==> config.mk <==
export PLATFORM = sky130hd
export DESIGN_NAME = asu_uart
export DESIGN_NICKNAME = d
export VERILOG_FILES = /design/src/verilog/asu_pkg.sv /design/src/verilog/asu_fifo.sv /design/src/verilog/asu_uart.sv
export SDC_FILE = /design/constraint.sdc
export NUM_CORES = 1
export LEC_CHECK = 0
export BUFFER_PORTS_ARGS = -buffer_cell sky130_fd_sc_hd__buf_4
export CORE_UTILIZATION = 40
export DETAILED_ROUTE_END_ITERATION = 10
export PLACE_DENSITY = 0.57
export SYNTH_ARGS = -nofsm -noshare
export SYNTH_HDL_FRONTEND = slang
export SYNTH_SLANG_ARGS = --single-unit
==> constraint.sdc <==
create_clock -name clk_in -period 4.2 [get_ports clk_in]
set_clock_uncertainty 0.1 [all_clocks]
set_input_delay 0.42 -clock clk_in [delete_from_list [all_inputs] [get_ports clk_in]]
set_output_delay 0.42 -clock clk_in [all_outputs]
set_load 0.01 [all_outputs]
==> src/verilog/asu_pkg.sv <==
package asu_pkg;

  // register byte offsets
  localparam logic [11:0] OFS_DATA = 12'h000;
  localparam logic [11:0] OFS_RSR  = 12'h004;
  localparam logic [11:0] OFS_FLAG = 12'h018;
  localparam logic [11:0] OFS_IBRD = 12'h024;
  localparam logic [11:0] OFS_FBRD = 12'h028;
  localparam logic [11:0] OFS_LCR  = 12'h02c;
  localparam logic [11:0] OFS_CTL  = 12'h030;
  localparam logic [11:0] OFS_IFLS = 12'h034;
  localparam logic [11:0] OFS_IM   = 12'h038;
  localparam logic [11:0] OFS_RIS  = 12'h03c;
  localparam logic [11:0] OFS_MIS  = 12'h040;
  localparam logic [11:0] OFS_ICR  = 12'h044;

  // reset values
  localparam logic [9:0] CTL_RST  = 10'h300;
  localparam logic [5:0] IFLS_RST = 6'h12;

  // control bit positions
  localparam int CTL_EN_BIT  = 0;
  localparam int CTL_LBK_BIT = 7;
  localparam int CTL_TXE_BIT = 8;
  localparam int CTL_RXE_BIT = 9;

  // event vector: bit index, shifted up by EV_SHIFT in the registers
  localparam int EV_SHIFT = 4;
  localparam int EV_RX = 0;
  localparam int EV_TX = 1;
  localparam int EV_RT = 2;
  localparam int EV_FE = 3;
  localparam int EV_PE = 4;
  localparam int EV_BK = 5;
  localparam int EV_OE = 6;
  localparam int EV_W  = 7;

  // flag register bit positions
  localparam int FLG_BUSY = 3;
  localparam int FLG_RX_EMPTY_FLAG = 4;
  localparam int FLG_TX_FULL_FLAG = 5;
  localparam int FLG_RX_FULL_FLAG = 6;
  localparam int FLG_TX_EMPTY_FLAG = 7;

  // timing
  localparam int          FIFO_DEPTH = 16;
  localparam logic [3:0]  OVS_LAST   = 4'hf;
  localparam logic [3:0]  START_SMP  = 4'h7;
  localparam logic [5:0]  RT_BITS    = 6'h20;
  localparam logic [22:0] FRAC_ONE   = 23'h000040;

  typedef struct packed {
    logic       stick;
    logic [1:0] wlen;
    logic       fifo_enable_bit;
    logic       two_stop;
    logic       even;
    logic       par_en;
    logic       brk;
  } asu_lcr_t;

  typedef struct packed {
    logic [15:0] ibrd;
    logic [5:0]  fbrd;
    asu_lcr_t    lcr;
  } asu_work_t;

  typedef struct packed {
    logic       overrun_err;
    logic       break_flag;
    logic       parity_err;
    logic       frame_err;
    logic [7:0] data;
  } asu_rx_entry_t;

  typedef enum logic [2:0] {
    TX_IDLE  = 3'b000,
    TX_START = 3'b001,
    TX_DATA  = 3'b010,
    TX_PAR   = 3'b011,
    TX_STOP  = 3'b100
  } asu_tx_state_t;

  typedef enum logic [2:0] {
    RX_IDLE  = 3'b000,
    RX_START = 3'b001,
    RX_DATA  = 3'b010,
    RX_PAR   = 3'b011,
    RX_STOP  = 3'b100,
    RX_BRK   = 3'b101
  } asu_rx_state_t;

  function automatic logic [4:0] asu_level(input logic [2:0] sel);
    unique case (sel)
      3'h0:    asu_level = 5'h02;
      3'h1:    asu_level = 5'h04;
      3'h3:    asu_level = 5'h0c;
      3'h4:    asu_level = 5'h0e;
      default: asu_level = 5'h08;
    endcase
  endfunction

  function automatic logic [7:0] asu_mask(input logic [7:0] d, input logic [1:0] wlen);
    asu_mask = d & (8'hff >> (2'h3 - wlen));
  endfunction

  function automatic logic asu_parity(input logic [7:0] d, input asu_lcr_t l);
    asu_parity = l.stick ? ~l.even : ((^asu_mask(d, l.wlen)) ^ ~l.even);
  endfunction

endpackage

==> src/verilog/asu_fifo.sv <==
module asu_fifo #(
  parameter int W = 12
) (
  input  wire logic         clk_in,
  input  wire logic         rst_in,
  input  wire logic         deep_in,
  input  wire logic         push_in,
  input  wire logic [W-1:0] data_in,
  input  wire logic         pop_in,
  output logic [W-1:0]      data_out,
  output logic [4:0]        count_out,
  output logic              full_out,
  output logic              empty_out
);
  import asu_pkg::*;

  logic [W-1:0] mem [FIFO_DEPTH];
  logic [3:0]   rd_ptr_reg;
  logic [3:0]   wr_ptr_reg;
  logic [4:0]   count_reg;
  logic         do_push;
  logic         do_pop;

  // shallow mode behaves as a single holding register
  assign full_out  = deep_in ? (count_reg == 5'h10) : (count_reg != 5'h00);
  assign empty_out = (count_reg == 5'h00);
  assign count_out = count_reg;
  assign data_out  = mem[rd_ptr_reg];
  assign do_push   = push_in && !full_out;
  assign do_pop    = pop_in && !empty_out;

  always_ff @(posedge clk_in) begin
    if (do_push) begin
      mem[wr_ptr_reg] <= data_in;
    end
  end

  always_ff @(posedge clk_in) begin
    if (rst_in) begin
      rd_ptr_reg <= 4'h0;
      wr_ptr_reg <= 4'h0;
      count_reg  <= 5'h00;
    end else begin
      if (do_push) begin
        wr_ptr_reg <= wr_ptr_reg + 4'h1;
      end
      if (do_pop) begin
        rd_ptr_reg <= rd_ptr_reg + 4'h1;
      end
      count_reg <= count_reg + {4'h0, do_push} - {4'h0, do_pop};
    end
  end

endmodule

==> src/verilog/asu_uart.sv <==
module asu_uart (
  input  wire logic        clk_in,
  input  wire logic        rst_in,
  input  wire logic [11:0] avs_address_in,
  input  wire logic        avs_read_in,
  input  wire logic        avs_write_in,
  input  wire logic [31:0] avs_writedata_in,
  output logic [31:0]      avs_readdata_out,
  output logic             avs_waitrequest_out,
  input  wire logic        serial_in_in,
  output logic             serial_out_out,
  output logic             irq_out
);
  import asu_pkg::*;

  ////////////////////////////////////////////////////////////////////////////////
  logic [9:0]      control_reg;
  logic [15:0]     divisor_integer_reg;
  logic [5:0]      divisor_fraction_reg;
  asu_work_t       work_reg;
  logic [5:0]      fifo_level_select_reg;
  logic [EV_W-1:0] event_mask_reg;
  logic [EV_W-1:0] raw_event_reg;
  logic [3:0]      rx_status_reg;
  logic            wait_reg;
  logic [31:0]     rdata_reg;
  logic            irq_reg;
  logic            serial_out_reg;
  logic [22:0]     baud_acc_reg;
  logic            tick_reg;

  asu_tx_state_t   tx_state_reg;
  logic [3:0]      tx_cnt_reg;
  logic [2:0]      tx_bit_reg;
  logic [7:0]      tx_shift_reg;
  logic            tx_par_reg;
  logic            tx_line_reg;

  asu_rx_state_t   rx_state_reg;
  logic [3:0]      rx_cnt_reg;
  logic [2:0]      rx_bit_reg;
  logic [7:0]      rx_shift_reg;
  logic            rx_pe_reg;
  logic            rx_parline_reg;
  logic            oe_pend_reg;
  logic [3:0]      rt_cnt_reg;
  logic [5:0]      rt_bits_reg;

  logic            accept;
  logic            wr_acc;
  logic            rd_acc;
  logic            global_enable_bit;
  logic            tx_enable_bit;
  logic            rx_enable_bit;
  logic            loopback_bit;
  asu_lcr_t        lcr;
  logic [22:0]     divisor;
  logic [22:0]     acc_sum;
  logic            tx_push;
  logic            tx_pop;
  logic [7:0]      tx_head;
  logic [4:0]      tx_count;
  logic            tx_full_flag;
  logic            tx_empty_flag;
  logic            rx_push;
  logic            rx_pop;
  asu_rx_entry_t   rx_entry;
  asu_rx_entry_t   rx_head;
  logic [4:0]      rx_count;
  logic            rx_full_flag;
  logic            rx_empty_flag;
  logic            line_rx;
  logic            stop_done;
  logic            rt_hit;
  logic            busy;
  logic [EV_W-1:0] ev_set;
  logic [EV_W-1:0] ev_clr;
  logic [2:0]      last_bit;
  logic [4:0]      rx_level;
  logic [4:0]      tx_level;

  ////////////////////////////////////////////////////////////////////////////////
  // bus slave: request seen with waitrequest high, answered next cycle
  assign accept = (avs_read_in || avs_write_in) && wait_reg;
  assign wr_acc = accept && avs_write_in;
  assign rd_acc = accept && avs_read_in;

  assign global_enable_bit = control_reg[CTL_EN_BIT];
  assign loopback_bit      = control_reg[CTL_LBK_BIT];
  assign tx_enable_bit     = control_reg[CTL_TXE_BIT];
  assign rx_enable_bit     = control_reg[CTL_RXE_BIT];
  assign lcr               = work_reg.lcr;
  assign last_bit          = {1'b1, lcr.wlen};

  always_ff @(posedge clk_in) begin
    if (rst_in) begin
      wait_reg <= 1'b1;
    end else begin
      wait_reg <= !accept;
    end
  end

  always_ff @(posedge clk_in) begin
    if (rst_in) begin
      control_reg           <= CTL_RST;
      divisor_integer_reg   <= 16'h0000;
      divisor_fraction_reg  <= 6'h00;
      work_reg              <= '0;
      fifo_level_select_reg <= IFLS_RST;
      event_mask_reg        <= '0;
    end else if (wr_acc) begin
      unique case (avs_address_in)
        OFS_CTL:  control_reg <= avs_writedata_in[9:0];
        OFS_IBRD: divisor_integer_reg <= avs_writedata_in[15:0];
        OFS_FBRD: divisor_fraction_reg <= avs_writedata_in[5:0];
        OFS_LCR:  work_reg <= {divisor_integer_reg, divisor_fraction_reg,
                               avs_writedata_in[7:0]};
        OFS_IFLS: fifo_level_select_reg <= avs_writedata_in[5:0];
        OFS_IM:   event_mask_reg <= avs_writedata_in[EV_SHIFT +: EV_W];
        default:  ;
      endcase
    end
  end

  always_ff @(posedge clk_in) begin
    if (rst_in) begin
      rdata_reg <= 32'h00000000;
    end else if (rd_acc) begin
      unique case (avs_address_in)
        OFS_DATA: rdata_reg <= {20'h00000, rx_head};
        OFS_RSR:  rdata_reg <= {28'h0000000, rx_status_reg};
        OFS_FLAG: begin
          rdata_reg           <= 32'h00000000;
          rdata_reg[FLG_BUSY] <= busy;
          rdata_reg[FLG_RX_EMPTY_FLAG] <= rx_empty_flag;
          rdata_reg[FLG_TX_FULL_FLAG] <= tx_full_flag;
          rdata_reg[FLG_RX_FULL_FLAG] <= rx_full_flag;
          rdata_reg[FLG_TX_EMPTY_FLAG] <= tx_empty_flag;
        end
        OFS_IBRD: rdata_reg <= {16'h0000, divisor_integer_reg};
        OFS_FBRD: rdata_reg <= {26'h0000000, divisor_fraction_reg};
        OFS_LCR:  rdata_reg <= {24'h000000, lcr};
        OFS_CTL:  rdata_reg <= {22'h000000, control_reg};
        OFS_IFLS: rdata_reg <= {26'h0000000, fifo_level_select_reg};
        OFS_IM:   rdata_reg <= {21'h000000, event_mask_reg, 4'h0};
        OFS_RIS:  rdata_reg <= {21'h000000, raw_event_reg, 4'h0};
        OFS_MIS:  rdata_reg <= {21'h000000, raw_event_reg & event_mask_reg, 4'h0};
        default:  rdata_reg <= 32'h00000000;
      endcase
    end
  end

  assign avs_readdata_out    = rdata_reg;
  assign avs_waitrequest_out = wait_reg;

  ////////////////////////////////////////////////////////////////////////////////
  // fractional baud generator in 1/64 units; divisor below 1.0 halts it
  assign divisor = {1'b0, work_reg.ibrd, work_reg.fbrd};
  assign acc_sum = baud_acc_reg + FRAC_ONE;

  always_ff @(posedge clk_in) begin
    if (rst_in || work_reg.ibrd == 16'h0000) begin
      baud_acc_reg <= 23'h000000;
      tick_reg     <= 1'b0;
    end else if (acc_sum >= divisor) begin
      baud_acc_reg <= acc_sum - divisor;
      tick_reg     <= 1'b1;
    end else begin
      baud_acc_reg <= acc_sum;
      tick_reg     <= 1'b0;
    end
  end

  ////////////////////////////////////////////////////////////////////////////////
  // fifos
  assign tx_push = wr_acc && avs_address_in == OFS_DATA;
  assign rx_pop  = rd_acc && avs_address_in == OFS_DATA;

  asu_fifo #(.W(8)) u_tx_fifo (
    .clk_in    (clk_in),
    .rst_in    (rst_in),
    .deep_in   (lcr.fifo_enable_bit),
    .push_in   (tx_push),
    .data_in   (avs_writedata_in[7:0]),
    .pop_in    (tx_pop),
    .data_out  (tx_head),
    .count_out (tx_count),
    .full_out  (tx_full_flag),
    .empty_out (tx_empty_flag)
  );

  asu_fifo #(.W(12)) u_rx_fifo (
    .clk_in    (clk_in),
    .rst_in    (rst_in),
    .deep_in   (lcr.fifo_enable_bit),
    .push_in   (rx_push),
    .data_in   (rx_entry),
    .pop_in    (rx_pop),
    .data_out  (rx_head),
    .count_out (rx_count),
    .full_out  (rx_full_flag),
    .empty_out (rx_empty_flag)
  );

  ////////////////////////////////////////////////////////////////////////////////
  // transmitter; a new character starts only while enabled
  assign tx_pop = tick_reg && tx_state_reg == TX_IDLE && !tx_empty_flag
                  && global_enable_bit && tx_enable_bit;
  assign busy   = !tx_empty_flag || tx_state_reg != TX_IDLE;

  always_ff @(posedge clk_in) begin
    if (rst_in) begin
      tx_state_reg <= TX_IDLE;
      tx_cnt_reg   <= 4'h0;
      tx_bit_reg   <= 3'h0;
      tx_shift_reg <= 8'h00;
      tx_par_reg   <= 1'b0;
      tx_line_reg  <= 1'b1;
    end else if (tx_pop) begin
      tx_state_reg <= TX_START;
      tx_cnt_reg   <= 4'h0;
      tx_shift_reg <= tx_head;
      tx_par_reg   <= asu_parity(tx_head, lcr);
      tx_line_reg  <= 1'b0;
    end else if (tick_reg && tx_state_reg != TX_IDLE) begin
      tx_cnt_reg <= tx_cnt_reg + 4'h1;
      if (tx_cnt_reg == OVS_LAST) begin
        unique case (tx_state_reg)
          TX_START: begin
            tx_state_reg <= TX_DATA;
            tx_bit_reg   <= 3'h0;
            tx_line_reg  <= tx_shift_reg[0];
          end
          TX_DATA: begin
            if (tx_bit_reg == last_bit) begin
              tx_state_reg <= lcr.par_en ? TX_PAR : TX_STOP;
              tx_line_reg  <= lcr.par_en ? tx_par_reg : 1'b1;
              tx_bit_reg   <= 3'h0;
            end else begin
              tx_bit_reg   <= tx_bit_reg + 3'h1;
              tx_shift_reg <= tx_shift_reg >> 1;
              tx_line_reg  <= tx_shift_reg[1];
            end
          end
          TX_PAR: begin
            tx_state_reg <= TX_STOP;
            tx_line_reg  <= 1'b1;
          end
          TX_STOP: begin
            if (lcr.two_stop && tx_bit_reg == 3'h0) begin
              tx_bit_reg <= 3'h1;
            end else begin
              tx_state_reg <= TX_IDLE;
            end
          end
          default: tx_state_reg <= TX_IDLE;
        endcase
      end
    end
  end

  // break send forces the line low
  always_ff @(posedge clk_in) begin
    if (rst_in) begin
      serial_out_reg <= 1'b1;
    end else begin
      serial_out_reg <= tx_line_reg && !lcr.brk;
    end
  end

  assign serial_out_out = serial_out_reg;

  ////////////////////////////////////////////////////////////////////////////////
  // receiver
  assign line_rx   = loopback_bit ? serial_out_reg : serial_in_in;
  assign stop_done = tick_reg && rx_state_reg == RX_STOP && rx_cnt_reg == OVS_LAST;
  assign rx_push   = stop_done && !rx_full_flag;

  always_comb begin
    rx_entry             = '0;
    rx_entry.data        = rx_shift_reg;
    rx_entry.parity_err  = rx_pe_reg;
    rx_entry.frame_err   = !line_rx;
    rx_entry.break_flag  = !line_rx && rx_shift_reg == 8'h00
                           && !rx_parline_reg;
    rx_entry.overrun_err = oe_pend_reg;
  end

  always_ff @(posedge clk_in) begin
    if (rst_in) begin
      rx_state_reg   <= RX_IDLE;
      rx_cnt_reg     <= 4'h0;
      rx_bit_reg     <= 3'h0;
      rx_shift_reg   <= 8'h00;
      rx_pe_reg      <= 1'b0;
      rx_parline_reg <= 1'b0;
    end else if (tick_reg) begin
      rx_cnt_reg <= rx_cnt_reg + 4'h1;
      unique case (rx_state_reg)
        RX_IDLE: begin
          rx_cnt_reg <= 4'h0;
          if (!line_rx && global_enable_bit && rx_enable_bit) begin
            rx_state_reg   <= RX_START;
            rx_shift_reg   <= 8'h00;
            rx_pe_reg      <= 1'b0;
            rx_parline_reg <= 1'b0;
          end
        end
        RX_START: begin
          if (rx_cnt_reg == START_SMP) begin
            rx_state_reg <= line_rx ? RX_IDLE : RX_DATA;
            rx_cnt_reg   <= 4'h0;
            rx_bit_reg   <= 3'h0;
          end
        end
        RX_DATA: begin
          if (rx_cnt_reg == OVS_LAST) begin
            rx_shift_reg[rx_bit_reg] <= line_rx;
            rx_bit_reg <= rx_bit_reg + 3'h1;
            if (rx_bit_reg == last_bit) begin
              rx_state_reg <= lcr.par_en ? RX_PAR : RX_STOP;
            end
          end
        end
        RX_PAR: begin
          if (rx_cnt_reg == OVS_LAST) begin
            rx_parline_reg <= line_rx;
            rx_pe_reg      <= line_rx != asu_parity(rx_shift_reg, lcr);
            rx_state_reg   <= RX_STOP;
          end
        end
        RX_STOP: begin
          if (rx_cnt_reg == OVS_LAST) begin
            rx_state_reg <= rx_entry.break_flag ? RX_BRK : RX_IDLE;
          end
        end
        RX_BRK: begin
          rx_cnt_reg <= 4'h0;
          if (line_rx) begin
            rx_state_reg <= RX_IDLE;
          end
        end
        default: rx_state_reg <= RX_IDLE;
      endcase
    end
  end

  // lost character tags the next stored one
  always_ff @(posedge clk_in) begin
    if (rst_in) begin
      oe_pend_reg <= 1'b0;
    end else if (stop_done) begin
      oe_pend_reg <= rx_full_flag;
    end
  end

  // status of the last character read; write clears, overrun set wins
  always_ff @(posedge clk_in) begin
    if (rst_in) begin
      rx_status_reg <= 4'h0;
    end else begin
      if (wr_acc && avs_address_in == OFS_RSR) begin
        rx_status_reg <= 4'h0;
      end else if (rx_pop && !rx_empty_flag) begin
        rx_status_reg <= rx_head[11:8];
      end
      if (stop_done && rx_full_flag) begin
        rx_status_reg[3] <= 1'b1;
      end
    end
  end

  ////////////////////////////////////////////////////////////////////////////////
  // receive timeout in whole bit periods
  assign rt_hit = tick_reg && rt_cnt_reg == OVS_LAST && rt_bits_reg == RT_BITS - 6'h01;

  always_ff @(posedge clk_in) begin
    if (rst_in || rx_push || rx_empty_flag) begin
      rt_cnt_reg  <= 4'h0;
      rt_bits_reg <= 6'h00;
    end else if (tick_reg && rt_bits_reg != RT_BITS) begin
      rt_cnt_reg <= rt_cnt_reg + 4'h1;
      if (rt_cnt_reg == OVS_LAST) begin
        rt_bits_reg <= rt_bits_reg + 6'h01;
      end
    end
  end

  ////////////////////////////////////////////////////////////////////////////////
  // events: sticky, set wins over clear
  assign rx_level = lcr.fifo_enable_bit ? asu_level(fifo_level_select_reg[5:3]) : 5'h01;
  assign tx_level = lcr.fifo_enable_bit ? asu_level(fifo_level_select_reg[2:0]) : 5'h00;

  always_comb begin
    ev_set        = '0;
    ev_set[EV_RX] = rx_count >= rx_level;
    ev_set[EV_TX] = tx_count <= tx_level;
    ev_set[EV_RT] = rt_hit;
    ev_set[EV_FE] = rx_push && rx_entry.frame_err;
    ev_set[EV_PE] = rx_push && rx_entry.parity_err;
    ev_set[EV_BK] = rx_push && rx_entry.break_flag;
    ev_set[EV_OE] = stop_done && rx_full_flag;
    ev_clr        = wr_acc && avs_address_in == OFS_ICR
                    ? avs_writedata_in[EV_SHIFT +: EV_W] : '0;
    ev_clr[EV_RT] = ev_clr[EV_RT] || rx_empty_flag;
  end

  always_ff @(posedge clk_in) begin
    if (rst_in) begin
      raw_event_reg <= '0;
    end else begin
      raw_event_reg <= (raw_event_reg & ~ev_clr) | ev_set;
    end
  end

  // one request line, one cycle behind the masked status
  always_ff @(posedge clk_in) begin
    if (rst_in) begin
      irq_reg <= 1'b0;
    end else begin
      irq_reg <= |(raw_event_reg & event_mask_reg);
    end
  end

  assign irq_out = irq_reg;

endmodule

Word-level counts from Yosys, hierarchy flattened
Memory sizes are Yosys's and may differ from the RTL's. A register that Yosys moved wholly into a read port is not among the register bits.
Cells that the tools add are included.
{"block": "totals", "reg_bits": 222, "mem_bits_rw": 320, "inputBits": 49, "out_inout_bits": 35, "word_cells": 292, "memories": 2}
{"block": "classes", "add_sub_neg": 17, "magnitude_cmp": 5, "eq_ne": 50, "shift": 1, "muxes": 71, "n_bitwise": 10, "n_reduce_logical": 91}
{"memory": "u_rx_fifo.mem", "depth": 16, "width": 12, "read_ports": 1, "rd_clocked_by_memory_dff": 1, "write_ports": 1, "line": "asu_fifo.sv:17", "text": "logic [W-1:0] mem [FIFO_DEPTH];"}
{"memory": "u_tx_fifo.mem", "depth": 16, "width": 8, "read_ports": 1, "rd_clocked_by_memory_dff": 1, "write_ports": 1, "line": "asu_fifo.sv:17"}
{"op": "one-hot mux 16 bit (11 select lines)", "count": 1}
{"op": "== test 12 x 6 -> 1 bit (second input constant)", "count": 7}
{"op": "two-way mux 8 bit", "count": 7}
{"op": "two-way mux 3 bit", "count": 15}
{"op": "logical AND 1 bit", "count": 33}
{"op": "one-hot mux 4 bit (4 select lines)", "count": 2}
{"op": "adder 4 x 1 -> 4 bit (second input constant)", "count": 7}
{"op": "two-way mux 4 bit", "count": 7}
{"op": "== test 12 x 7 -> 1 bit (second input constant)", "count": 2}
{"op": "AND reduction 4 bit", "count": 6}
{"op": "adder 23 x 7 -> 23 bit (second input constant)", "count": 1}
{"op": ">= comparator 23 x 22 -> 1 bit", "count": 1}
{"op": "two-way mux 1 bit", "count": 23}
{"op": "two-way mux 23 bit", "count": 1}
{"op": "subtractor 23 x 22 -> 23 bit", "count": 1}
{"op": "== test 3 x 2 -> 1 bit (second input constant)", "count": 6}
{"op": "!= test 2 bit (second input constant)", "count": 9}
{"op": "one-hot mux 3 bit (6 select lines)", "count": 1}
{"op": "bitwise AND 8 bit", "count": 2}
{"op": "logical NOT 16 bit", "count": 1}
{"op": "one-hot mux 8 bit (2 select lines)", "count": 1}
{"op": "parity 8 bit", "count": 2}
{"op": "== test 3 bit (second input constant)", "count": 5}
{"op": "logical NOT 3 bit", "count": 5}
{"op": "other kinds (53)", "count": 99}

Depth between registers and ports, before layout
{"block": "logic_depth", "depth_word": 9, "ltp_mapped": 19, "mapped_depth_nobuf": 17}

Cells and area by module
A second synthesis with hierarchy kept.
{"block": "hier_totals", "cells_unflattened": 2000, "area_unflattened_um2": 24170.7}
{"mod": "asu_uart", "instances": 1, "cells_per_inst": 1278, "area_per_inst_um2": 10214.8, "seq_area_each_um2": 3603.5}
{"mod": "asu_fifo (u_rx_fifo)", "instances": 1, "cells_per_inst": 407, "area_per_inst_um2": 8096.5, "seq_area_each_um2": 6105.9}
{"mod": "asu_fifo (u_tx_fifo)", "instances": 1, "cells_per_inst": 315, "area_per_inst_um2": 5859.4, "seq_area_each_um2": 4184.0}

Least setup slack after synthesis
Ideal clock, no wire load.
{"block": "synth_path", "path_kind": "input port to flip-flop", "startpoint": "input avs_address_in[11]", "endpoint": "register u_rx_fifo.count_reg[4], in the netlist u_rx_fifo.count_out[4]", "setup_ns": 0.070, "arrival_ns": 3.358, "t_required_ns": 4.030, "slack_ns": 0.672, "path_stages": 14, "path_buffers": 1, "path_cell_list": "or4_1 -> or3_1 -> clkbuf_1 -> nor2_1 -> nand2_1 -> inv_2 -> ha_1 -> inv_1 -> ha_1 -> fa_1 -> a21oi_1 -> nor2_1 -> or3_1 -> a21oi_1"}
{"block": "synth_between", "elab_chain_cells": 4}
{"element": "start: declaration", "line": "asu_uart.sv:4", "text": "input wire logic [11:0] avs_address_in,"}
{"element": "logical NOT 12 bit", "line": "asu_uart.sv:177", "text": "assign rx_pop = rd_acc && avs_address_in == OFS_DATA;"}
{"element": "logical AND 1 bit", "line": "asu_uart.sv:177"}
{"element": "logical AND 1 bit", "line": "asu_fifo.sv:30", "text": "assign do_pop = pop_in && !empty_out;"}
{"element": "subtractor 5 x 1 -> 5 bit", "line": "asu_fifo.sv:50", "text": "count_reg <= count_reg + {4'h0, do_push} - {4'h0, do_pop};"}
{"element": "end signal: assignment", "line": "asu_fifo.sv:50"}
{"element": "end: declaration", "line": "asu_fifo.sv:20", "text": "logic [4:0] count_reg;"}
No other way between the ends.
A chain may end at the register's enable or synchronous reset.

Final worst setup path
{"block": "layout_path", "startpoint": "register baud_acc_reg[6]", "endpoint": "register baud_acc_reg[22]"}
{"block": "layout_between", "elab_chain_cells": 3, "word_cells_on_any_way": 4, "cone_classes": "add/sub (2); order compare (1); mux (1)"}
{"element": "start: declaration", "line": "asu_uart.sv:29", "text": "logic [22:0] baud_acc_reg;"}
{"element": "start signal: assignment", "line": "asu_uart.sv:166", "text": "baud_acc_reg <= acc_sum - divisor;"}
{"element": "start signal: assignment", "line": "asu_uart.sv:169", "text": "baud_acc_reg <= acc_sum;"}
{"element": "adder 23 x 7 -> 23 bit (*)", "line": "asu_uart.sv:159", "text": "assign acc_sum = baud_acc_reg + FRAC_ONE;"}
{"element": "subtractor 23 x 22 -> 23 bit or >= comparator 23 x 22 -> 1 bit (tied branches)", "line": "asu_uart.sv:166, asu_uart.sv:165"}
{"element": "two-way mux 23 bit (*)", "line": "asu_uart.sv:165", "text": "end else if (acc_sum >= divisor) begin"}
Mark *: on every way between the ends. The rest lies on a longest branch, timed or not.

==> parameters.txt <==
Parameter                              Value

Floorplan
  Initial Util    0.4061
  Chip Height    244.5 um
  Die extent in x    244.5 um
  Area enclosed by the die boundary    59770 sq um
  Number of placed I/O pins    84
  Row cnt    88
  Standard cell core area    57920 sq um

Synthesis
  Asr flop ratio synth    0
  Yosys top cell area share    0.4086
  Register bit total from synthesis    534
  Post-Syn Area per Cell    12.15 sq um
  Largest area contributor in the netlist    sky130_fd_sc_hd__edfxtp_1
  Predominant post-synthesis flop cell    sky130_fd_sc_hd__edfxtp_1
  Synthesized instance count    1936
  Total of warnings raised by yosys    0
  Number of enable-type register cells in the synthesized netlist    320
  Most area-consuming cells after synthesis    sky130_fd_sc_hd__edfxtp_1 (41%), sky130_fd_sc_hd__dfxtp_1 (18%), sky130_fd_sc_hd__mux4_2 (8.7%), sky130_fd_sc_hd__nand2_1 (3.7%), sky130_fd_sc_hd__ha_1 (3.3%)
  Commonest cells post-synth    sky130_fd_sc_hd__edfxtp_1 (320), sky130_fd_sc_hd__nand2_1 (231), sky130_fd_sc_hd__dfxtp_1 (214)
  Library cells used by synthesis    64
  Netlist area before placement    23520 sq um
  Sequential-to-total area share from yosys stat    0.5908
  Dominant cell by count in the synthesized netlist    sky130_fd_sc_hd__edfxtp_1

Final layout
  Area used by multi-input combinational logic    8900 sq um
  Syn-to-layout area delta    14.25%
  Share of the core filled with cells    0.4639
  Fraction of final layout cells sized beyond drive strength 1    0.1431
  Number of fill cells    5290
  Flip-flop count of the largest register after layout    192
  Cell area after layout    26870 sq um
  Sequential Area    13900 sq um
  Number of nets in the finished design    2127
  Diode count    0

Power
  Combinational share of power    0.013
  Cell leakage power    8.793 nW
  Flop pwr share    0.511
  Sw Share    0.2076
  Power density normalized to cell area    402.2 nW/um^2
  VDD IR max    336.6 uV
  Part of the total power dissipated in the clock network    0.476
  Internal power summed over all cells    8.562 mW
  Sw Pwr    2.243 mW

Drt
  Routed met3 length    4181 um
  Max layer used    met4
  Vias per inst    5.488
  Length of the first detailed-routing pass in iterations    5
  Total via count in the routed design    15476
  Detailed Route WL    57870 um
  Antenna-violating nets left    0
  Wire length per cell after detailed routing    20.52 um
  Number of DRC markers in iteration 0    1424
  Met2 routed WL    25740 um
  Residual DRC count    0
  Length of routed wiring on met1    26300 um

Timing
  Transition time at the pin with the least slew margin    0.8928 ns
  Final hold viol count    0
  Fin crit share    0.8988
  Unrepaired setup endpoints after global routing    no
  Max Fclk    264.9 MHz
  Final slew viol count    0
  Post-layout minimum cycle time    3.775 ns
  Final setup violating endpoints    0
  Setup_tns    0 ns
  Worst-case headroom to the max-slew limit    0.4048

Worst setup path
  Kind of end point of the critical path    register
  Buffering stage count on the worst path with inverters included    2
  Top delay family on crit path    simple AND/OR/NAND/NOR gates
  Data required, critical path    4.65 ns
  Largest stage delay on the critical path    0.40 ns
  Worst-path cell with the longest stage delay    sky130_fd_sc_hd__ha_1
  Cell breakdown of the critical path    ha_1 > nand3_1 > nor3_1 > buf_4 > nand3_1 > xnor2_1 > ha_1 > and3_1 > nand2_1 > o31ai_1 > a211oi_1 > o31ai_4 > buf_12 > nand2_1 > mux2_2 > nor2_1
  Classification of the worst setup path    register to register
  Maximum fanout along the worst path    21
  Worst Path Arrival    4.22 ns
  Type of element launching the critical path    register

GRT
  Vias in the first global route    15121
  First-pass GRT wire length    88620 um
  Gr ovfl total    0
  Total Routing Usage GR    0.1940
  Pin count of the biggest net entering global routing    68
  Antenna violations before repair    0

Place
  Total placed instance area    24840 sq um
  IO buf count    51
  Final estimated routing congestion in global placement    0.8914
  Total half-perimeter wirelength after legalization and detailed placement    38630 um

Min path
  Class of the most critical hold timing path    input pin to register

CTS
  Clock latency on the worst-skew pair    0.65 ns
  Buffer depth of the longest clock path    3
  CTS Root Buffer Type    sky130_fd_sc_hd__clkbuf_16
  Clock buffer count from CTS    57
  Clock edge transition at the registers on the reported setup and hold paths    0.06 ns
  CTS tree    done
  Deepest level of the CTS H-tree    2
  Post-CTS Repair Setup Buffers    0
  Clock Sinks    534

Status
  Run status    finished, final reports clean

Flow run
  Number of maximum-capacitance violations    0
layout make-up:
class / count / area share
clock inverters: 38 / 0.01760
flip-flops and latches: 534 / 0.5173
multi-input cells: 1230 / 0.3312
repair buffers: 111 / 0.03288
inverters: 79 / 0.01104
clock buffers: 63 / 0.05430
well taps: 765 / 0.03562
tightest hold or removal path, delay by kind of cell:
family | cells | cell delay, ns
AND/OR/NAND/NOR | 1 | 0.08
buffers and inverters | 1 | 0.19
AO/OA/AOI/OAI | 1 | 0.05
metal layers:
| metal | global-route usage | vias to the layer above |
|---|---|---|
| met5 | 0 | - |
| met4 | 0.06507 | 0 |
| met3 | 0.04335 | 85 |
| met2 | 0.2990 | 489 |
| met1 | 0.2701 | 7644 |
| li1 | - | 7258 |
worst paths after layout:
kind                       start                endpoint  depth (start not counted)  slack [ns]
min reg2reg           tx_par_reg              tx_par_reg                          2        0.36
max reg2reg      baud_acc_reg[6]        baud_acc_reg[22]                         16        0.42
max              baud_acc_reg[6]        baud_acc_reg[22]                         16        0.42
min          avs_writedata_in[0]  divisor_integer_reg[0]                          3        0.06
stage by stage:
step	power, mW	instances	setup WS [ns]	hold WS (ns)
5_1_grt	11.11	2820	0.1402	0.06022
3_5_place_dp	5.766	2709	0.2118	0.3496
6_report	10.81	2820	0.4250	0.05565
2_1_floorplan	5.693	1951	0.6718	0.3319
3_3_place_gp	5.763	2709	0.2488	0.3425
4_1_cts	10.91	2820	0.4133	0.02044
kinds of logic after synthesis:
kind of cell    after synthesis  share of synthesized area
compound gates              333                    0.08747
xor+xnor                     74                    0.02788
fa+ha+maj                    65                    0.03554
buf+inv                     187                    0.03442
flops                       534                     0.5908
mux                         127                     0.1054
other cells                   1                  0.0001595
simple gates                615                     0.1183
cells in the final DEF (no fill, tap or decap), types with 50 or more instances in the layout:
cell type / instances
sky130_fd_sc_hd__inv_1: 75
sky130_fd_sc_hd__nand2_1: 231
sky130_fd_sc_hd__a21oi_1: 154
sky130_fd_sc_hd__mux4_2: 91
sky130_fd_sc_hd__buf_4: 99
sky130_fd_sc_hd__dfxtp_1: 211
sky130_fd_sc_hd__nand3_1: 57
sky130_fd_sc_hd__clkbuf_16: 57
sky130_fd_sc_hd__a22oi_1: 50
sky130_fd_sc_hd__ha_1: 62
sky130_fd_sc_hd__nor2_1: 161
sky130_fd_sc_hd__edfxtp_1: 320
timing repair:
item,in CTS,in global routing
gates resized for setup,0,0
endpoints found under the hold margin,17,0
hold buffers,10,0
power by group through the flow:
stage	combinational, mW	clock [mW]	sequential, mW
6_report	0.145	5.14	5.52
5_1_grt	0.156	5.44	5.51
4_1_cts	0.145	5.25	5.52
3_5_place_dp	0.137	0	5.63
3_3_place_gp	0.134	0	5.63
2_1_floorplan	0.0619	0	5.63
Note: power is estimated with default switching activity, not from simulation.
